## src/logic/scl_pkg.sv

```systemverilog
// constants and types for the serial configuration load sequencer
// assumes one system clock; the load clock is derived by division from it
// Contract
// - clocks run only while load enable high
// - command output is memory clock divided by four
// - memory enable follows load enable high
// - load enable low stops clock and command
// - device clock is inverted memory clock while loading; both rest low when idle
// - common reset output shared by all devices
// - divided command output initialises serial memory
package scl_pkg;
  // system clock rate and default load clock rate
  localparam int unsigned SYS_CLK_HZ = 125_000_000;
  localparam int unsigned LOAD_CLK_HZ = 10_000;
  // half period of the load clock in system cycles, rounded down, at least one
  localparam int unsigned HALF_CYCLES_CALC = SYS_CLK_HZ / (2 * LOAD_CLK_HZ);
  localparam int unsigned HALF_CYCLES = (HALF_CYCLES_CALC < 1) ? 1 : HALF_CYCLES_CALC;
  // width of the half-period counter
  localparam int unsigned HALF_CNT_W = 16;
  // command divide ratio and its counter width
  localparam int unsigned CMD_DIV = 4;
  localparam int unsigned CMD_CNT_W = 2;
  // reset values
  localparam logic [HALF_CNT_W-1:0] HALF_CNT_RST = 16'h0000;
  localparam logic [CMD_CNT_W-1:0] CMD_CNT_RST = 2'h0;
  localparam logic CLK_RST = 1'b0;
  // sequencer states
  typedef enum logic [1:0] {SCL_IDLE, SCL_LOAD} scl_state_t;
endpackage

```

## src/logic/scl_tick.sv

```systemverilog
// half-period tick generator for the load clock
// assumes synchronous active-low reset and a run enable from the sequencer
`timescale 1ns/1ps
`default_nettype none
module scl_tick #(
  parameter int unsigned HALF = scl_pkg::HALF_CYCLES
) (
  // clock and reset
  input wire logic i_clk,
  input wire logic i_resetn,
  // control
  input wire logic i_run,
  // tick out
  output logic o_tick
);
  import scl_pkg::*;
  localparam logic [HALF_CNT_W-1:0] LAST = HALF_CNT_W'(HALF - 1);
  logic [HALF_CNT_W-1:0] cnt_r;
  logic [HALF_CNT_W-1:0] cnt_nxt;

  // count toward the last cycle, restart whenever not running
  always_comb begin
    if (!i_run || cnt_r == LAST) begin
      cnt_nxt = HALF_CNT_RST;
    end else begin
      cnt_nxt = cnt_r + 16'h0001;
    end
  end

  always_ff @(posedge i_clk) begin
    if (!i_resetn) begin
      cnt_r <= HALF_CNT_RST;
    end else begin
      cnt_r <= cnt_nxt;
    end
  end

  assign o_tick = i_run && (cnt_r == LAST);
endmodule
`default_nettype wire

```

## src/logic/scl_top.sv

```systemverilog
// serial configuration load sequencer top
// assumes load enable is synchronous to the system clock and the reset
// comes from the supply monitor
`timescale 1ns/1ps
`default_nettype none
module scl_top #(
  parameter int unsigned HALF = scl_pkg::HALF_CYCLES
) (
  // clock and reset
  input wire logic I_SYS_CLK,
  input wire logic I_RESETN,
  // from last configured device
  input wire logic I_LOAD_ENABLE_IN,
  // to serial memory
  output logic O_MEM_CLK,
  output logic O_MEM_CMD,
  output logic O_MEM_SELECT,
  // to configured devices
  output logic O_DEV_CLK,
  output logic O_RESET_OUT_N
);
  import scl_pkg::*;

  // last divider count before the command flips: four load-clock half periods
  localparam logic [CMD_CNT_W-1:0] CMD_LAST = CMD_CNT_W'(CMD_DIV - 1);

  ////////////////////////////////////////////////////////////////////////
  // sequencer state
  scl_state_t state_r;
  scl_state_t state_nxt;
  logic run;
  logic tick;
  logic clk_r;
  logic clk_nxt;
  logic [CMD_CNT_W-1:0] cmd_cnt_r;
  logic [CMD_CNT_W-1:0] cmd_cnt_nxt;
  logic cmd_r;
  logic cmd_nxt;
  logic sel_r;
  logic sel_nxt;
  logic devclk_r;
  logic devclk_nxt;

  // reset lands in idle, so release starts a fresh load when enabled
  always_comb begin
    case (state_r)
      SCL_IDLE: state_nxt = I_LOAD_ENABLE_IN ? SCL_LOAD : SCL_IDLE;
      SCL_LOAD: state_nxt = I_LOAD_ENABLE_IN ? SCL_LOAD : SCL_IDLE;
      default: state_nxt = SCL_IDLE;
    endcase
  end

  assign run = (state_r == SCL_LOAD) && I_LOAD_ENABLE_IN;

  scl_tick #(.HALF(HALF)) u_tick (
    .i_clk(I_SYS_CLK),
    .i_resetn(I_RESETN),
    .i_run(run),
    .o_tick(tick)
  );

  ////////////////////////////////////////////////////////////////////////
  // clock and command generation
  // the command toggles on every fourth memory clock edge, so its period is
  // four memory clock periods; flipping on every second edge would halve it
  always_comb begin
    clk_nxt = clk_r;
    cmd_cnt_nxt = cmd_cnt_r;
    cmd_nxt = cmd_r;
    if (!run) begin
      clk_nxt = CLK_RST;
      cmd_cnt_nxt = CMD_CNT_RST;
      cmd_nxt = CLK_RST;
    end else if (tick) begin
      clk_nxt = !clk_r;
      cmd_cnt_nxt = cmd_cnt_r + 2'h1;
      // toggle after every fourth half period of the memory clock
      if (cmd_cnt_r == CMD_LAST) begin
        cmd_nxt = !cmd_r;
      end
    end
    // select and device clock are registered copies: glitch-free pins
    sel_nxt = I_LOAD_ENABLE_IN;
    devclk_nxt = run ? !clk_nxt : CLK_RST;
  end

  always_ff @(posedge I_SYS_CLK) begin
    if (!I_RESETN) begin
      state_r <= SCL_IDLE;
      clk_r <= CLK_RST;
      cmd_cnt_r <= CMD_CNT_RST;
      cmd_r <= CLK_RST;
      sel_r <= 1'b0;
      devclk_r <= CLK_RST;
    end else begin
      state_r <= state_nxt;
      clk_r <= clk_nxt;
      cmd_cnt_r <= cmd_cnt_nxt;
      cmd_r <= cmd_nxt;
      sel_r <= sel_nxt;
      devclk_r <= devclk_nxt;
    end
  end

  ////////////////////////////////////////////////////////////////////////
  // divide checker helper
  // counts memory clock edges since the last command change; it only feeds
  // the checks below and costs three flops, traded for a real period check
  // of the command rather than a phase check alone
  logic [2:0] edge_cnt_r;
  logic [2:0] edge_cnt_nxt;

  // cleared whenever the load stops, so every load is measured afresh
  always_comb begin
    edge_cnt_nxt = edge_cnt_r;
    if (!run) begin
      edge_cnt_nxt = 3'h0;
    end else if (clk_nxt != clk_r) begin
      if (cmd_nxt != cmd_r) begin
        edge_cnt_nxt = 3'h0;
      end else begin
        edge_cnt_nxt = edge_cnt_r + 3'h1;
      end
    end
  end

  always_ff @(posedge I_SYS_CLK) begin
    if (!I_RESETN) begin
      edge_cnt_r <= 3'h0;
    end else begin
      edge_cnt_r <= edge_cnt_nxt;
    end
  end

  ////////////////////////////////////////////////////////////////////////
  // outputs
  // a limitation: the load rate is fixed by the divider, not by a capacitor
  // as on the original pin, so slow memories need a larger half period
  assign O_MEM_CLK = clk_r;
  assign O_MEM_CMD = cmd_r;
  assign O_MEM_SELECT = sel_r;
  assign O_DEV_CLK = devclk_r;
  // the supply-monitor reset is passed straight on so all parts move together
  assign O_RESET_OUT_N = I_RESETN;

  ////////////////////////////////////////////////////////////////////////
  // checks
  mem_clk_idle_a: assert property (@(posedge I_SYS_CLK) disable iff (!I_RESETN)
    !I_LOAD_ENABLE_IN |=> !O_MEM_CLK && !O_DEV_CLK)
    else $error("clock ran with load enable low");

  cmd_stop_a: assert property (@(posedge I_SYS_CLK) disable iff (!I_RESETN)
    $fell(I_LOAD_ENABLE_IN) |=> !O_MEM_CMD && !O_MEM_CLK)
    else $error("command kept running after enable fell");

  select_follow_a: assert property (@(posedge I_SYS_CLK) disable iff (!I_RESETN)
    I_LOAD_ENABLE_IN |=> O_MEM_SELECT)
    else $error("select not high during load");

  select_low_a: assert property (@(posedge I_SYS_CLK) disable iff (!I_RESETN)
    !I_LOAD_ENABLE_IN |=> !O_MEM_SELECT)
    else $error("select high without enable");

  dev_clk_inv_a: assert property (@(posedge I_SYS_CLK) disable iff (!I_RESETN)
    (run && $past(run)) |-> (O_DEV_CLK == !O_MEM_CLK))
    else $error("device clock not inverse of memory clock");

  cmd_div_a: assert property (@(posedge I_SYS_CLK) disable iff (!I_RESETN)
    (run && $changed(O_MEM_CMD) && $past(run)) |-> $rose(O_MEM_CLK) || $fell(O_MEM_CLK))
    else $error("command changed without memory clock edge");

  cmd_phase_a: assert property (@(posedge I_SYS_CLK) disable iff (!I_RESETN)
    (run && $changed(O_MEM_CMD) && $past(run)) |-> cmd_cnt_r == CMD_CNT_RST)
    else $error("command toggled at wrong divide phase");

  div_clear_a: assert property (@(posedge I_SYS_CLK) disable iff (!I_RESETN)
    !run |=> cmd_cnt_r == CMD_CNT_RST)
    else $error("divider not cleared while idle");

  fresh_load_a: assert property (@(posedge I_SYS_CLK)
    ($rose(I_RESETN) && I_LOAD_ENABLE_IN) |=> state_r == SCL_LOAD)
    else $error("no load started after reset release");

  reset_pass_a: assert property (@(posedge I_SYS_CLK)
    O_RESET_OUT_N == I_RESETN)
    else $error("reset output differs from reset");

  // the command flips only together with a falling memory clock
  cmd_on_fall_a: assert property (@(posedge I_SYS_CLK) disable iff (!I_RESETN)
    (run && $past(run) && $changed(O_MEM_CMD)) |-> $fell(O_MEM_CLK))
    else $error("command changed off a falling memory clock");

  // four memory clock edges between command changes: divide by four
  cmd_every_four_a: assert property (@(posedge I_SYS_CLK) disable iff (!I_RESETN)
    (run && $past(run) && $changed(O_MEM_CMD)) |-> $past(edge_cnt_r) == 3'h3)
    else $error("command period is not four memory clocks");

  edge_bound_a: assert property (@(posedge I_SYS_CLK) disable iff (!I_RESETN)
    edge_cnt_r <= 3'h3)
    else $error("command missed its divide point");

  // the memory clock only moves on a half-period tick
  clk_tick_a: assert property (@(posedge I_SYS_CLK) disable iff (!I_RESETN)
    (run && $past(run) && $changed(O_MEM_CLK)) |-> $past(tick))
    else $error("memory clock moved without a tick");

  // a new load always starts low with a cleared divider
  start_phase_a: assert property (@(posedge I_SYS_CLK) disable iff (!I_RESETN)
    $rose(run) |-> !O_MEM_CLK && !O_MEM_CMD && cmd_cnt_r == CMD_CNT_RST)
    else $error("load started in a stale phase");

  dev_clk_stop_a: assert property (@(posedge I_SYS_CLK) disable iff (!I_RESETN)
    $fell(I_LOAD_ENABLE_IN) |=> !O_DEV_CLK && !O_MEM_SELECT)
    else $error("device clock or select kept after enable fell");

  // during reset every driven output is parked low
  reset_quiet_a: assert property (@(posedge I_SYS_CLK)
    !I_RESETN |=> !O_MEM_CLK && !O_MEM_CMD && !O_MEM_SELECT && !O_DEV_CLK)
    else $error("outputs active during reset");
endmodule
`default_nettype wire

```

## config.mk

```make
export PLATFORM = sky130hd
export DESIGN_NAME = scl_top
export DESIGN_NICKNAME = d
export VERILOG_FILES = /design/src/logic/scl_pkg.sv /design/src/logic/scl_tick.sv /design/src/logic/scl_top.sv
export SDC_FILE = /design/constraint.sdc
export NUM_CORES = 1
export LEC_CHECK = 0
export BUFFER_PORTS_ARGS = -buffer_cell sky130_fd_sc_hd__buf_2
export CELL_PAD_IN_SITES_DETAIL_PLACEMENT = 1
export CELL_PAD_IN_SITES_GLOBAL_PLACEMENT = 2
export CORE_AREA = 4 4 58 60
export CTS_CLUSTER_DIAMETER = 40
export DETAILED_ROUTE_END_ITERATION = 8
export DIE_AREA = 0 0 62 64
export PLACE_DENSITY = 0.73
export SYNTH_ARGS = -nofsm -noshare
export SYNTH_HDL_FRONTEND = slang
export SYNTH_SLANG_ARGS = --single-unit
```

## constraint.sdc

```tcl
create_clock -name I_SYS_CLK -period 2.5 [get_ports I_SYS_CLK]
set_clock_uncertainty 0.2 [all_clocks]
set_input_delay 0.5 -clock I_SYS_CLK [delete_from_list [all_inputs] [get_ports I_SYS_CLK]]
set_output_delay 0.5 -clock I_SYS_CLK [all_outputs]
set_load 0.005 [all_outputs]
```

==> run summary <==
CP endpoint kind: flip-flop
highest routed layer: met3
core area: 2930 µm²
final RePlAce weighted congestion: 0.691
Vias: 740
Reg clk slew, reported paths: 120 ps
initial antenna violation count: 0
share of post-route cells with drive strength above 1: 0.133
VDD IR max: 0.000323 V
setup tns final: 0 ps
CP endpoint: u_tick.cnt_r[2]$_SDFF_PP0_
initial drt markers: 46
HP Class: in2reg
DIE AREA: 3970 µm²
DRT Wirelength: 1980 µm
pin count of the biggest net entering global routing: 17
Yosys reg bits: 22
DRC Markers: 0
Post-DP Area: 1050 µm²
IO Pins: 8
kind of critical path: reg2reg
Max-cap violations: 0
post-cts repair resize count: 0
WL met3: 55 µm
Synthesized Nets: 112
crit share post-route: 0.836
GRT Total Usage: 0.116
required time worst endpoint: 2490 ps
Pwr Density: 516 nW/µm²
Slew Viols, Final: 0
input/output buffers: 7
Yosys warning total: 0
first-pass GRT wire length: 3550 µm
Initial Utilization: 0.340
vias in the first global route: 770
HPWL after DPL: 1470 µm
fin nets: 120
Post-Route M1 WL: 1030 µm
total gr overflow: 0
ant diodes: 0
hold buffer count at CTS: 0
Worst R2R Path Depth: 5
minimum clock period: 2090 ps
Max Fclk: 479 MHz
design area: 1080 µm²
htree depth: 1
worst path arrival time: 2080 ps
flop2flop setup slack: 410 ps
Routed WL per cell: 13.6 µm
Leak Pwr: 0.363 nW
clock sinks: 22
sequential fraction of the synthesis area: 0.442
Initial DRT Pass Iterations: 4
met2 wire len: 901 µm
DR vias/cell: 5.07
post-CTS repair timing setup buffer count: 0
die height: 64 µm
CP Launch Point: u_tick.cnt_r[0]$_SDFF_PP0_
syn_area_per_cell: 9.40 µm²
CP startpoint kind: flip-flop
worst reg2reg endpoint: u_tick.cnt_r[2]$_SDFF_PP0_
TritonCTS clock tree: yes
critical path fanouts, max: 16
final hold violation count: 0
total of fill cells in the finished design: 347
Num CTS Buffers: 3
site row count: 20
max_slew headroom: 0.630
# setup viols final: 0
Layout area overhead: 8.79%
clk root buf: clkbuf_4
Die W: 62 µm
Critical R2R Launch: u_tick.cnt_r[0]$_SDFF_PP0_
transition time of the tightest slew-check pin: 554 ps
result of the run: finished clean
RSZ-0062 raised after global routing: false
Clk Latency, worst-skew pair: 310 ps
count of cell types in the netlist: 28
final antenna-violating net count: 0
Hold Worst Slack: 238 ps
Max Root-Sink Buffers: 2
Syn Std Cell Area: 996 µm²
Post-Synthesis Cells: 106
## registers in the layout, indices dropped and copies added, names as in the netlist
register	flops
O_MEM_CMD	1
O_MEM_SELECT	1
cmd_cnt_r	2
O_DEV_CLK	1
u_tick.cnt_r	16
O_MEM_CLK	1
## synthesized netlist by cell type, drive strengths merged
library cell,number,area share
nor2,21,0.079
and4,1,0.0088
clkbuf,1,0.0050
a21oi,1,0.0050
or4,1,0.0075
ha,3,0.038
nand4,7,0.065
buf,3,0.020
and2,2,0.013
and4bb,1,0.013
xnor2,9,0.079
and4b,1,0.010
nor3b,1,0.0075
and3,1,0.0063
xor2,7,0.062
dfxtp,22,0.44
or3,1,0.0063
o21ai,1,0.0050
nor3,1,0.0050
nand3,6,0.030
mux2i,1,0.010
nor4,6,0.053
inv,3,0.011
nand2,5,0.019
## worst max-delay path, cell delays in order, from the launching register on
cell,delay [ps]
dfxtp_1,470
ha_1,180
nor3b_1,320
nand4_4,210
nand2_1,480
nor2_1,110
## cell type report
cell class / instances / area (µm²) / share of cell area
clock buffers: 4 / 36.3 / 0.0335
well taps: 33 / 41.3 / 0.0381
flip-flops and latches: 22 / 440 / 0.406
repair buffers: 7 / 35.0 / 0.0323
inverters: 3 / 11.3 / 0.0104
multi-input cells: 77 / 519 / 0.479
## layer usage
metal	GRT usage	up-vias
met3	0.0424	0
met1	0.166	355
li1	-	379
met2	0.168	6
met5	0	-
met4	0.0186	0
## layout by cell type, fill, tap and decap left out, drive strengths merged
cell type  synthesis  layout
dfxtp             22      22
nor2              21      21
xnor2              9       9
xor2               7       7
buf                3       7
nand4              7       7
nand3              6       6
nor4               6       6
nand2              5       5
clkbuf             1       4
inv                3       3
ha                 3       3
and2               2       2
and3               1       1
nor3b              1       1
and4bb             1       1
and4b              1       1
mux2i              1       1
o21ai              1       1
or3                1       1
a21oi              1       1
or4                1       1
nor3               1       1
and4               1       1
## through the flow
step / utilization / cells / power, mW / setup slack [ps]
6_report: 0.370 / 146 / 0.559 / 411
5_1_grt: 0.370 / 146 / 0.586 / 183
4_1_cts: 0.370 / 146 / 0.572 / 365
3_5_place_dp: 0.358 / 142 / 0.372 / 405
3_3_place_gp: 0.358 / 142 / 0.371 / 489
2_1_floorplan: - / 106 / 0.367 / 707
## worst min-delay path by stage
stage                                    start                          to  depth (start not counted)  slack (ps)
floorplan            cmd_cnt_r[1]$_SDFFE_PN0P_   cmd_cnt_r[1]$_SDFFE_PN0P_                          2         270
global placement        O_MEM_CMD$_SDFFE_PN0P_      O_MEM_CMD$_SDFFE_PN0P_                          2         280
detailed placement  u_tick.cnt_r[0]$_SDFF_PP0_  u_tick.cnt_r[0]$_SDFF_PP0_                          1         310
CTS                           I_LOAD_ENABLE_IN     O_MEM_SELECT$_SDFF_PN0_                          2         220
global route                  I_LOAD_ENABLE_IN     O_MEM_SELECT$_SDFF_PN0_                          2         230
finish                        I_LOAD_ENABLE_IN     O_MEM_SELECT$_SDFF_PN0_                          2         240
## cells by family after synthesis
logic type,synth area share
multiplexers,0.0101
adder cells (fa/ha/maj),0.0377
AND/OR/NAND/NOR,0.323
flip-flops,0.442
AO/OA/AOI/OAI,0.0100
XOR/XNOR,0.141
buffers and inverters,0.0364
## power by group
part | switching, mW | leakage [nW] | internal, mW
Combinational | 0.00565 | 0.165 | 0.00401
Clock | 0.106 | 0.0210 | 0.0890
Sequential | 0.00151 | 0.178 | 0.352
Power figures use the tool's default switching activity.
